[src/hdl/i2c_slave_pkg.sv]
/*
 * Constants and types shared by the I2C register access slave.
 * Assumes a single 100 MHz system clock and a bus master up to 400 kHz.
 */
package i2c_slave_pkg;

    // ----------------------------------------------------------------
    // Bus addressing
    // ----------------------------------------------------------------
    localparam logic [6:0] BUS_DEVICE_ADDRESS = 7'h36;
    localparam logic [7:0] WRITE_TOP = 8'h4F;
    localparam logic [7:0] PTR_TOP = 8'hFF;
    localparam logic [7:0] READ_FILL = 8'hFF;
    localparam int WORD_COUNT = 40;

    // ----------------------------------------------------------------
    // Byte framing
    // ----------------------------------------------------------------
    localparam logic [3:0] BYTE_BITS = 4'h8;
    localparam logic [3:0] LAST_BIT = 4'h7;
    localparam logic [3:0] CNT_RESET = 4'h0;
    localparam logic [7:0] PTR_RESET = 8'h00;
    localparam logic LINE_IDLE = 1'b1;

    // ----------------------------------------------------------------
    // Timing
    // ----------------------------------------------------------------
    localparam int CLK_PERIOD_NS = 10;
    localparam int SCL_MAX_KHZ = 400;
    localparam int SPIKE_NS = 20;
    localparam int SPIKE_CYCLES =
        (SPIKE_NS + CLK_PERIOD_NS - 1) / CLK_PERIOD_NS;

    // ----------------------------------------------------------------
    // Protocol states
    // ----------------------------------------------------------------
    typedef enum logic [6:0] {
        ST_IDLE = 7'h01,
        ST_ADDR = 7'h02,
        ST_ADDR_ACK = 7'h04,
        ST_WR_BYTE = 7'h08,
        ST_WR_ACK = 7'h10,
        ST_RD_BYTE = 7'h20,
        ST_RD_ACK = 7'h40
    } state_t;

endpackage

[src/hdl/bit_sync.sv]
/*
 * Two flip-flop synchroniser for a group of independent level inputs.
 * Assumes each bit is a slow level; no relation between bits is kept.
 */
`timescale 1ns/1ns
module bit_sync #(
    parameter int WIDTH = 2
) (
    input wire logic clk,
    input wire logic rstn,
    input wire logic [WIDTH-1:0] d,
    output logic [WIDTH-1:0] q
);

    logic [WIDTH-1:0] meta_q;
    logic [WIDTH-1:0] sync_q;

    // ----------------------------------------------------------------
    // Stages
    // ----------------------------------------------------------------
    // Resets to all ones so an idle bus does not look like a START.
    always_ff @(posedge clk) begin
        if (!rstn) begin
            meta_q <= '1;
            sync_q <= '1;
        end else begin
            meta_q <= d;
            sync_q <= meta_q;
        end
    end

    assign q = sync_q;

endmodule

[src/hdl/i2c_register_access_slave.sv]
/*
 * I2C slave front end giving an external master byte access to a
 * register map, with auto-increment, write filtering and read fill.
 * Assumes the register store sits on clk, answers rd_data for rd_addr
 * within one cycle, and commits wr_data on a one-cycle wr_en pulse.
 */
`timescale 1ns/1ns
module i2c_register_access_slave
    import i2c_slave_pkg::*;
#(
    parameter logic [WORD_COUNT-1:0] WORD_WRITABLE = '1,
    parameter int FILTER_CYCLES = SPIKE_CYCLES
) (
    input wire logic clk,
    input wire logic rstn,
    input wire logic scl_i,
    input wire logic sda_i,
    output logic sda_o,
    output logic sda_oe,
    output logic [7:0] rd_addr,
    input wire logic [7:0] rd_data,
    output logic wr_en,
    output logic [7:0] wr_addr,
    output logic [15:0] wr_data,
    output logic wr_drop,
    output logic busy
);

    localparam int FW = (FILTER_CYCLES > 1) ? $clog2(FILTER_CYCLES) : 1;
    localparam logic [FW-1:0] FILTER_LAST = FW'(FILTER_CYCLES - 1);
    localparam logic [FW-1:0] FILTER_ZERO = '0;

    // ----------------------------------------------------------------
    // Declarations
    // ----------------------------------------------------------------
    logic [1:0] sync_w;
    logic flt_q [2];
    logic [FW-1:0] stab_q [2];
    logic scl_prev_q;
    logic sda_prev_q;
    logic scl_now;
    logic sda_now;
    logic scl_rise;
    logic scl_fall;
    logic start_ev;
    logic stop_ev;

    state_t state_q;
    logic [3:0] cnt_q;
    logic [7:0] shift_q;
    logic [7:0] rx_byte;
    logic rw_q;
    logic addr_hit;
    logic byte_end;
    logic lsb_rise;

    logic [7:0] ptr_q;
    logic over_q;
    logic expect_ptr_q;
    logic is_ptr_q;
    logic [7:0] cur_addr_q;
    logic cur_over_q;
    logic [7:0] data_q;
    logic [7:0] msb_q;
    logic msb_valid_q;

    logic [7:0] tx_q;
    logic [7:0] tx_first;
    logic master_ack_q;
    logic oe_q;
    logic wr_en_q;
    logic [7:0] wr_addr_q;
    logic [15:0] wr_data_q;
    logic wr_drop_q;
    logic busy_q;

    // ----------------------------------------------------------------
    // Helpers
    // ----------------------------------------------------------------
    function automatic logic receiving(input state_t s);
        receiving = (s == ST_ADDR) || (s == ST_WR_BYTE);
    endfunction

    function automatic logic in_byte(input state_t s);
        in_byte = receiving(s) || (s == ST_RD_BYTE);
    endfunction

    function automatic logic word_writable(input logic [7:0] a);
        word_writable = WORD_WRITABLE[int'(a[7:1])];
    endfunction

    // ----------------------------------------------------------------
    // Input conditioning
    // ----------------------------------------------------------------
    // Both lines see the same filter delay, so the order of SDA and
    // SCL edges, which START and STOP depend on, is kept intact.
    bit_sync #(
        .WIDTH(2)
    ) u_sync (
        .clk(clk),
        .rstn(rstn),
        .d({scl_i, sda_i}),
        .q(sync_w)
    );

    for (genvar g = 0; g < 2; g++) begin : g_filt
        always_ff @(posedge clk) begin
            if (!rstn) begin
                flt_q[g] <= LINE_IDLE;
                stab_q[g] <= FILTER_ZERO;
            end else if (sync_w[g] == flt_q[g]) begin
                stab_q[g] <= FILTER_ZERO;
            end else if (stab_q[g] == FILTER_LAST) begin
                flt_q[g] <= sync_w[g];
                stab_q[g] <= FILTER_ZERO;
            end else begin
                stab_q[g] <= stab_q[g] + 1'b1;
            end
        end
    end

    assign scl_now = flt_q[1];
    assign sda_now = flt_q[0];

    always_ff @(posedge clk) begin
        if (!rstn) begin
            scl_prev_q <= LINE_IDLE;
            sda_prev_q <= LINE_IDLE;
        end else begin
            scl_prev_q <= scl_now;
            sda_prev_q <= sda_now;
        end
    end

    // Oversampling at the system clock tracks any SCL up to the top
    // rate, so no speed setting exists.
    assign scl_rise = scl_now & ~scl_prev_q;
    assign scl_fall = ~scl_now & scl_prev_q;
    assign start_ev = scl_now & scl_prev_q & sda_prev_q & ~sda_now;
    assign stop_ev = scl_now & scl_prev_q & ~sda_prev_q & sda_now;

    assign rx_byte = {shift_q[6:0], sda_now};
    assign addr_hit = (shift_q[7:1] == BUS_DEVICE_ADDRESS);
    assign byte_end = scl_fall && (cnt_q == BYTE_BITS);
    assign lsb_rise = scl_rise && (cnt_q == LAST_BIT);
    assign tx_first = over_q ? READ_FILL : rd_data;

    // ----------------------------------------------------------------
    // Protocol state
    // ----------------------------------------------------------------
    always_ff @(posedge clk) begin
        if (!rstn) begin
            state_q <= ST_IDLE;
        end else if (start_ev) begin
            state_q <= ST_ADDR;
        end else if (stop_ev) begin
            state_q <= ST_IDLE;
        end else begin
            case (state_q)
                ST_ADDR: begin
                    if (byte_end) begin
                        state_q <= addr_hit ? ST_ADDR_ACK : ST_IDLE;
                    end
                end
                ST_ADDR_ACK: begin
                    if (scl_fall) begin
                        state_q <= rw_q ? ST_RD_BYTE : ST_WR_BYTE;
                    end
                end
                ST_WR_BYTE: begin
                    if (byte_end) begin
                        state_q <= ST_WR_ACK;
                    end
                end
                ST_WR_ACK: begin
                    if (scl_fall) begin
                        state_q <= ST_WR_BYTE;
                    end
                end
                ST_RD_BYTE: begin
                    if (byte_end) begin
                        state_q <= ST_RD_ACK;
                    end
                end
                ST_RD_ACK: begin
                    if (scl_fall) begin
                        state_q <= master_ack_q ? ST_RD_BYTE : ST_IDLE;
                    end
                end
                default: begin
                    state_q <= ST_IDLE;
                end
            endcase
        end
    end

    // ----------------------------------------------------------------
    // Bit counting and shifting
    // ----------------------------------------------------------------
    always_ff @(posedge clk) begin
        if (!rstn) begin
            cnt_q <= CNT_RESET;
        end else if (start_ev || stop_ev || !in_byte(state_q)) begin
            cnt_q <= CNT_RESET;
        end else if (scl_rise) begin
            cnt_q <= cnt_q + 1'b1;
        end
    end

    always_ff @(posedge clk) begin
        if (!rstn) begin
            shift_q <= PTR_RESET;
        end else if (scl_rise && receiving(state_q)) begin
            shift_q <= rx_byte;
        end
    end

    always_ff @(posedge clk) begin
        if (!rstn) begin
            rw_q <= 1'b0;
        end else if (state_q == ST_ADDR && byte_end) begin
            rw_q <= shift_q[0];
        end
    end

    always_ff @(posedge clk) begin
        if (!rstn) begin
            master_ack_q <= 1'b0;
        end else if (state_q == ST_RD_ACK && scl_rise) begin
            master_ack_q <= ~sda_now;
        end
    end

    // ----------------------------------------------------------------
    // Byte pointer
    // ----------------------------------------------------------------
    // The pointer survives a repeated START, which is how the write
    // portion of a read hands its start address to the read portion.
    always_ff @(posedge clk) begin
        if (!rstn) begin
            ptr_q <= PTR_RESET;
            over_q <= 1'b0;
            expect_ptr_q <= 1'b0;
            is_ptr_q <= 1'b0;
            cur_addr_q <= PTR_RESET;
            cur_over_q <= 1'b0;
            data_q <= PTR_RESET;
        end else if (start_ev || stop_ev) begin
            expect_ptr_q <= 1'b0;
        end else if (state_q == ST_ADDR_ACK && scl_fall && !rw_q) begin
            expect_ptr_q <= 1'b1;
        end else if (lsb_rise && state_q == ST_WR_BYTE && expect_ptr_q) begin
            ptr_q <= rx_byte;
            over_q <= 1'b0;
            expect_ptr_q <= 1'b0;
            is_ptr_q <= 1'b1;
        end else if (lsb_rise && in_byte(state_q) && state_q != ST_ADDR) begin
            if (state_q == ST_WR_BYTE) begin
                cur_addr_q <= ptr_q;
                cur_over_q <= over_q;
                data_q <= rx_byte;
                is_ptr_q <= 1'b0;
            end
            if (ptr_q == PTR_TOP) begin
                over_q <= 1'b1;
            end else if (!over_q) begin
                ptr_q <= ptr_q + 1'b1;
            end
        end
    end

    assign rd_addr = ptr_q;

    // ----------------------------------------------------------------
    // Write pairing and commit
    // ----------------------------------------------------------------
    // A byte is only acted on at the close of its acknowledge clock,
    // so a START or STOP inside the byte leaves no trace.
    always_ff @(posedge clk) begin
        if (!rstn) begin
            msb_q <= PTR_RESET;
            msb_valid_q <= 1'b0;
            wr_en_q <= 1'b0;
            wr_drop_q <= 1'b0;
            wr_addr_q <= PTR_RESET;
            wr_data_q <= 16'h0000;
        end else begin
            wr_en_q <= 1'b0;
            wr_drop_q <= 1'b0;
            if (start_ev || stop_ev) begin
                msb_valid_q <= 1'b0;
            end else if (state_q == ST_WR_ACK && scl_fall && !is_ptr_q) begin
                if (cur_over_q || cur_addr_q > WRITE_TOP) begin
                    msb_valid_q <= 1'b0;
                    wr_drop_q <= 1'b1;
                end else if (!cur_addr_q[0]) begin
                    msb_q <= data_q;
                    msb_valid_q <= 1'b1;
                end else begin
                    msb_valid_q <= 1'b0;
                    if (msb_valid_q && word_writable(cur_addr_q)) begin
                        wr_en_q <= 1'b1;
                        wr_addr_q <= {cur_addr_q[7:1], 1'b0};
                        wr_data_q <= {msb_q, data_q};
                    end else begin
                        wr_drop_q <= 1'b1;
                    end
                end
            end
        end
    end

    assign wr_en = wr_en_q;
    assign wr_addr = wr_addr_q;
    assign wr_data = wr_data_q;
    assign wr_drop = wr_drop_q;

    // ----------------------------------------------------------------
    // Transmit data
    // ----------------------------------------------------------------
    always_ff @(posedge clk) begin
        if (!rstn) begin
            tx_q <= READ_FILL;
        end else if (state_q == ST_ADDR_ACK && scl_fall && rw_q) begin
            tx_q <= tx_first;
        end else if (state_q == ST_RD_ACK && scl_fall && master_ack_q) begin
            tx_q <= tx_first;
        end
    end

    // ----------------------------------------------------------------
    // SDA drive
    // ----------------------------------------------------------------
    // The pin is open drain: only a low is ever driven, and SDA changes
    // only just after SCL falls, which gives the master its hold time.
    always_ff @(posedge clk) begin
        if (!rstn) begin
            oe_q <= 1'b0;
        end else if (start_ev || stop_ev) begin
            oe_q <= 1'b0;
        end else if (scl_fall) begin
            case (state_q)
                ST_ADDR: begin
                    oe_q <= (cnt_q == BYTE_BITS) && addr_hit;
                end
                ST_ADDR_ACK: begin
                    oe_q <= rw_q && !tx_first[7];
                end
                ST_WR_BYTE: begin
                    oe_q <= (cnt_q == BYTE_BITS);
                end
                ST_WR_ACK: begin
                    oe_q <= 1'b0;
                end
                ST_RD_BYTE: begin
                    if (cnt_q == BYTE_BITS) begin
                        oe_q <= 1'b0;
                    end else begin
                        oe_q <= !tx_q[3'(LAST_BIT - cnt_q)];
                    end
                end
                ST_RD_ACK: begin
                    oe_q <= master_ack_q && !tx_first[7];
                end
                default: begin
                    oe_q <= 1'b0;
                end
            endcase
        end
    end

    assign sda_oe = oe_q;
    assign sda_o = 1'b0;

    // ----------------------------------------------------------------
    // Status
    // ----------------------------------------------------------------
    always_ff @(posedge clk) begin
        if (!rstn) begin
            busy_q <= 1'b0;
        end else begin
            busy_q <= (state_q != ST_IDLE);
        end
    end

    assign busy = busy_q;

endmodule

[config.mk]
export PLATFORM = sky130hd
export DESIGN_NAME = i2c_register_access_slave
export DESIGN_NICKNAME = d
export VERILOG_FILES = /design/src/hdl/i2c_slave_pkg.sv /design/src/hdl/bit_sync.sv /design/src/hdl/i2c_register_access_slave.sv
export SDC_FILE = /design/constraint.sdc
export NUM_CORES = 1
export LEC_CHECK = 0
export BUFFER_PORTS_ARGS = -buffer_cell sky130_fd_sc_hd__buf_2
export CAP_MARGIN = 20
export CORE_ASPECT_RATIO = 0.5
export CORE_MARGIN = 1
export CORE_UTILIZATION = 42
export DETAILED_ROUTE_END_ITERATION = 8
export PLACE_DENSITY_LB_ADDON = 0.15
export SLEW_MARGIN = 20
export SYNTH_ARGS = -nofsm -noshare
export SYNTH_HDL_FRONTEND = slang
export SYNTH_SLANG_ARGS = --single-unit
export TNS_END_PERCENT = 20
[constraint.sdc]
create_clock -name clk -period 3.3 [get_ports clk]
set_input_delay 0.33 -clock clk [delete_from_list [all_inputs] [get_ports clk]]
set_output_delay 0.33 -clock clk [all_outputs]
set_load 0.005 [all_outputs]
# --- Yosys cells after proc, flatten, opt, wreduce, memory -nomap -nowiden ---
# Memories as Yosys holds them, arrays and structs flattened. A register that Yosys moved wholly into a read port is not among the register bits.
# Index checks and enable logic that the tools add are counted.
word_totals:
  input_bits: 12
  word_cells: 210
  ram_bits: 4
  mem_count: 3
  reg_bits: 99
  rom_bits: 64
op_classes:
  n_eq_ne: 28
  muxes: 71
  n_lt_le_gt_ge: 3
  add_sub_neg: 5
  reduce_logical: 48
  n_bitwise: 26
mem_list:
  columns: ["name", "words", "width", "rd", "rd_clocked_by_memory_dff", "wr", "line_no", "rtl"]
  rows:
  - ["(no name shown)", 64, 1, 1, 1, 0, "i2c_register_access_slave.sv:89", "word_writable = WORD_WRITABLE[int'(a[7:1])];"]
  - ["flt_q", 2, 1, 2, 0, 2, "i2c_register_access_slave.sv:37", "logic flt_q [2];"]
  - ["stab_q", 2, 1, 2, 0, 2, "i2c_register_access_slave.sv:38", "logic [FW-1:0] stab_q [2];"]
ops:
  columns: ["operator", "count"]
  rows:
  - ["8-bit two-way mux", 7]
  - ["1-bit two-way mux", 48]
  - ["7-bit two-way mux", 6]
  - ["7-bit case mux with 6 select lines", 1]
  - ["6-bit two-way mux", 4]
  - ["4-bit inequality test (second input constant)", 6]
  - ["1-bit logical AND", 20]
  - ["5-bit AND reduction", 3]
  - ["7-bit by 6-bit equality test with 1-bit output (second input constant)", 2]
  - ["2-bit inequality test (second input constant)", 7]
  - ["4-bit AND reduction", 3]
  - ["6-bit AND reduction", 2]
  - ["1-bit inverter", 11]
  - ["2-bit nonzero test", 5]
  - ["8-bit by 1-bit adder with 8-bit output (second input constant)", 1]
  - ["8-bit equality test (second input constant)", 1]
  - ["8-bit by 7-bit > comparator with 1-bit output (second input constant)", 1]
  - ["1-bit bitwise OR", 8]
  - ["1-bit bitwise AND", 7]
  - ["7-bit by 2-bit equality test with 1-bit output (second input constant)", 1]
  - ["7-bit by 3-bit equality test with 1-bit output (second input constant)", 1]
  - ["7-bit by 4-bit equality test with 1-bit output (second input constant)", 1]
  - ["7-bit by 5-bit equality test with 1-bit output (second input constant)", 1]
  - ["7-bit equality test (second input constant)", 1]
  - ["20 further kinds", 33]

# --- Depth between registers and ports, before layout ---
logic_depth:
  depth_word: 9
  ltp_mapped: 8
  ltp_nobuf: 7

# --- Cells and area by module ---
# Synthesis repeated with hierarchy kept, for this count alone.
unflattened:
  hier_cells: 514
  hier_area_um2: 4488.1
by_module_without_submodules:
  columns: ["module", "area_each_um2", "seq_area_each_um2", "cells_each", "instances"]
  rows:
  - ["i2c_register_access_slave", 4383.0, 2011.9, 506, 1]
  - ["bit_sync", 105.1, 80.1, 8, 1]

# --- Worst setup path before layout ---
# OpenSTA, ideal clock, no wires.
synth_path:
  path_kind: "register to register"
  from: "register cnt_q[1]"
  to: "register data_q[4]"
  required_time_ns: 3.172
  path_stages_with_launch: 9
  n_path_buf: 2
  setup_time_ns: 0.128
  arrival_time_ns: 1.782
  period_less_slack_ns: 1.910
  slack_ns: 1.390
  cell_sequence: "dfxtp_1 -> ha_1 -> and3b_1 -> nand4_2 -> or3_1 -> buf_4 -> buf_6 -> mux2i_1 -> nor2_1"
synth_between:
  elab_chain_len: 6
  elab_cells_between_ends: 8
synth_lines:
  columns: ["element", "line_no", "rtl"]
  rows:
  - ["start, declared", "i2c_register_access_slave.sv:49", "logic [3:0] cnt_q;"]
  - ["start signal, assigned", "i2c_register_access_slave.sv:206", "cnt_q <= cnt_q + 1'b1;"]
  - ["4-bit by 3-bit equality test with 1-bit output *", "i2c_register_access_slave.sv:145", "assign lsb_rise = scl_rise && (cnt_q == LAST_BIT);"]
  - ["1-bit logical AND *", "i2c_register_access_slave.sv:145", null]
  - ["1-bit logical AND (2 in a row)", "i2c_register_access_slave.sv:252", "end else if (lsb_rise && state_q == ST_WR_BYTE && expect_ptr_q) begin"]
  - ["1-bit inverter (no line)", null, null]
  - ["5-bit AND reduction (no line) *", null, null]
  - ["end signal, assigned", "i2c_register_access_slave.sv:261", "data_q <= rx_byte;"]
  - ["end, declared", "i2c_register_access_slave.sv:63", "logic [7:0] data_q;"]
# Every way passes the cells marked *; elsewhere a longest branch is shown, timed or not.
# A chain may end at the register's enable or synchronous reset.

# --- Final worst setup path ---
layout_path:
  from: "register state_q[2]"
  to: "register cur_addr_q[3]"
layout_between:
  elab_chain_len: 6
  elab_cells_between_ends: 16
layout_lines:
  columns: ["element", "line_no", "rtl"]
  rows:
  - ["start, declared", "i2c_register_access_slave.sv:48", "state_t state_q;"]
  - ["start signal, assigned", "i2c_register_access_slave.sv:162", "state_q <= addr_hit ? ST_ADDR_ACK : ST_IDLE;"]
  - ["start signal, assigned", "i2c_register_access_slave.sv:167", "state_q <= rw_q ? ST_RD_BYTE : ST_WR_BYTE;"]
  - ["start signal, assigned", "i2c_register_access_slave.sv:187", "state_q <= master_ack_q ? ST_RD_BYTE : ST_IDLE;"]
  - ["7-bit by 2-bit equality test with 1-bit output or 7-bit by 4-bit equality test with 1-bit output (tied branches)", "i2c_register_access_slave.sv:81, i2c_register_access_slave.sv:252, i2c_register_access_slave.sv:258", null]
  - ["1-bit logical OR", "i2c_register_access_slave.sv:81", "receiving = (s == ST_ADDR) || (s == ST_WR_BYTE);"]
  - ["1-bit logical OR", "i2c_register_access_slave.sv:85", "in_byte = receiving(s) || (s == ST_RD_BYTE);"]
  - ["1-bit logical AND (2 in a row)", "i2c_register_access_slave.sv:257", "end else if (lsb_rise && in_byte(state_q) && state_q != ST_ADDR) begin"]
  - ["5-bit AND reduction (no line) *", null, null]
  - ["end signal, assigned", "i2c_register_access_slave.sv:259", "cur_addr_q <= ptr_q;"]
  - ["end, declared", "i2c_register_access_slave.sv:61", "logic [7:0] cur_addr_q;"]
# Marked as above.

==> results.md <==
* Die Span X at 148 um
* DRC viols at 0
* Antenna Nets Post-Route at 0
* DR pass1 iterations at 5
* Routed length per placed instance at 13.9 um
* MaxCap Viol Count at 0
* Seq cells post-synth at 103
* Post-DR vias/cell at 5.11
* Final max-slew violation count at 0
* Worst slew pin tran at between 1 and 1.5 ns
* Clock slew at reported path FFs at around 0.080 ns
* Final setup vio count at 0
* Total number of vias at 3452
* Post-route setup TNS at 0 ns
* PortBufs at 46
* Number of CTS-inserted buffers at 9
* Syn Area/Cell at approximately 9 um2
* Internal power at 1.87 mW
* Diode count at 0
* CP Max Fanout at 17
* Area Overhead vs Synth at 12.8%
* Layout Cells excl Fill at between 600 and 700
* GRT Total Usage at 0.183
* Kind of critical path: reg2reg
* Worst Path Arrival at roughly 2.6 ns
* FF-to-FF setup slack at roughly 0.9 ns
* Pin count of the biggest net entering global routing at 66
* Cells after DPL at 659
* CORE AREA at a little over 10000 um2
* Netlist Area Pre-Place at ~4500 um2
* Final min period at between 2 and 2.5 ns
* Number of placement rows at 26
* Startpoint type of the worst setup path: register
* Clock power frac at 0.466
* Number of synthesized flops with an enable pin at 3
* Worst Hold Class: in2reg
* Io pins at 49
* DRT iter0 DRCs at 246
* Worst relative slew slack at 0.331
* Seq pwr share at 0.517
* Post-layout net count at 545
* GRT overflow at 0
* Final Power at between 2 and 2.5 mW
* Hold Vio Cnt, Final at 0
* Post_cts resized at 0
* First-pass GRT wire length at 15800 um
* Total wire length at 9360 um
* Leak Pwr at 2.07 nW
* Clock Tree Buf Depth at 2
* Gate power share at 0.017
* Setup Buffers After CTS at 0
* Status: completed
* Peak VDD IR at 278 uV
* Switch share at 0.227
* Hold-fix buffers at CTS at 0
* Ys Warns at 0
* Htree depth at 3
* Antenna violations before repair at 0
* Clock Skew at 0.0113 ns
* Clock Latency Late Sink at 0.35 ns
* Number of cells produced by synthesis at 506
* Post-synthesis sequential area ratio at 0.469
* Cell Pwr Density at 482 nW/um2
* Share of cells above drive strength 1 at 0.146
* Switching power at 0.550 mW
* Final HPWL DP at 6270 um
* Max Clock Freq at ~410 MHz
* Die Y at 74.9 um
* Netlist cell types at 56
* Die area at ~11000 um2
* Most used DFF post-synth: dfxtp_1
* Vias in the first global route at 3100
* GPL Wtd Cong at 0.835
* Worst EP required at 3.52 ns
* Root Driver: clkbuf_16
* RSZ-0062 raised after global routing: false
* Final worst-path cycle share at 0.730
* TritonCTS clock tree: done
* Initial core utilization at 0.434
* Total clock sinks at 103
* Worst Setup End Kind: register
* Post-synth ARST share at 0
through the flow:
| stage | utilization | setup WS [ns] | hold WS [ns] | area (um2) |
|---|---|---|---|---|
| 2_1_floorplan | - | 1.39 | 0.386 | 4470 |
| 3_3_place_gp | 0.458 | 0.966 | 0.388 | 4710 |
| 3_5_place_dp | 0.458 | 0.905 | 0.395 | 4710 |
| 4_1_cts | 0.490 | 0.895 | 0.155 | 5030 |
| 5_1_grt | 0.490 | 0.664 | 0.173 | 5030 |
| 6_report | 0.490 | 0.890 | 0.170 | 5030 |
state kept, by name, summed over array words and instances (netlist names), 2 cells and up:
register       count
wr_data           16
state_q            7
stab_q             2
wr_addr            7
u_sync.q           2
data_q             8
shift_q            8
cnt_q              4
rd_addr            8
tx_q               8
flt_q              2
u_sync.meta_q      2
cur_addr_q         8
msb_q              8
cells by family after synthesis:
| family | count (synthesis) | synth area share |
|---|---|---|
| xor+xnor | 15 | 0.0294 |
| mux | 36 | 0.0810 |
| other cells | 2 | 0.00168 |
| simple gates | 225 | 0.263 |
| buf+inv | 49 | 0.0518 |
| fa+ha+maj | 3 | 0.00841 |
| flops | 103 | 0.469 |
| compound gates | 73 | 0.0959 |
cell usage after synthesis (4+ instances only):
master	number	share of area
nand2b_1	8	0.011
a211oi_1	6	0.010
o21ai_1	7	0.0078
nand2_1	50	0.042
buf_4	6	0.010
nor3_1	16	0.018
mux2i_1	35	0.078
nor2b_1	6	0.0084
a21oi_1	7	0.0078
nand4b_1	5	0.0098
clkbuf_1	21	0.018
xnor2_1	10	0.020
nand3_1	40	0.045
a31oi_1	4	0.0056
nor3b_1	6	0.010
xor2_1	5	0.0098
inv_1	12	0.010
nor2_1	63	0.053
o21ai_0	35	0.039
dfxtp_1	100	0.45
buf_2	8	0.0090
cell type report:
cell class | instances | area (um2)
fillers | 1033 | 5250
multi-input cells | 355 | 2140
flip-flops and latches | 103 | 2090
repair buffers | 49 | 253
clock buffers | 9 | 225
well taps | 140 | 175
clock inverters | 7 | 98.8
inverters | 12 | 45.0
critical path: stages (launching register included):
cell,delay [ns]
dfxtp_1,0.44
nor4_4,0.46
nand4_2,0.22
or3_1,0.80
mux2i_1,0.30
nor2_1,0.06
metal layers:
layer | global-route usage | wire (um) | up-vias
met5 | 0 | 0 | -
met4 | 0.0481 | 34 | 0
li1 | - | - | 1780
met1 | 0.262 | 5020 | 1612
met3 | 0.0473 | 312 | 2
met2 | 0.275 | 4000 | 58
cells in the final DEF, fill, tap and decap left out, types with 3 or more instances in the layout:
cell	instances
nand4_1	3
buf_2	46
nand4b_1	5
mux2i_1	35
a31oi_1	4
and2_1	3
a21oi_1	7
xnor2_1	10
nand3_1	40
nor3_1	16
dfxtp_1	100
nor2_1	63
nor3b_1	6
clkbuf_16	9
o21ai_0	35
inv_1	12
a211oi_1	6
nand2_1	50
edfxtp_1	3
xor2_1	5
o21ai_1	7
nor4b_1	3
o211ai_1	3
conb_1	3
nor2b_1	6
buf_4	3
ha_1	3
nand2b_1	8
power groups by stage:
stage	Combinational, mW	Clock [mW]	Sequential, mW
CTS	0.0421	1.16	1.25
global placement	0.0423	0	1.28
floorplan	0.0301	0	1.28
global route	0.0472	1.21	1.25
finish	0.0410	1.13	1.25
detailed placement	0.0422	0	1.28
path summary, 6_finish.rpt:
kind / start / end / depth (start not counted)
worst max-delay path: state_q[2] / cur_addr_q[3] / 5
worst min-delay path: scl_i / u_sync.meta_q[1] / 2
worst max register to register: state_q[2] / cur_addr_q[3] / 5
worst min register to register: u_sync.meta_q[1] / u_sync.q[1] / 1
Note: power is estimated with default switching activity, not from simulation.
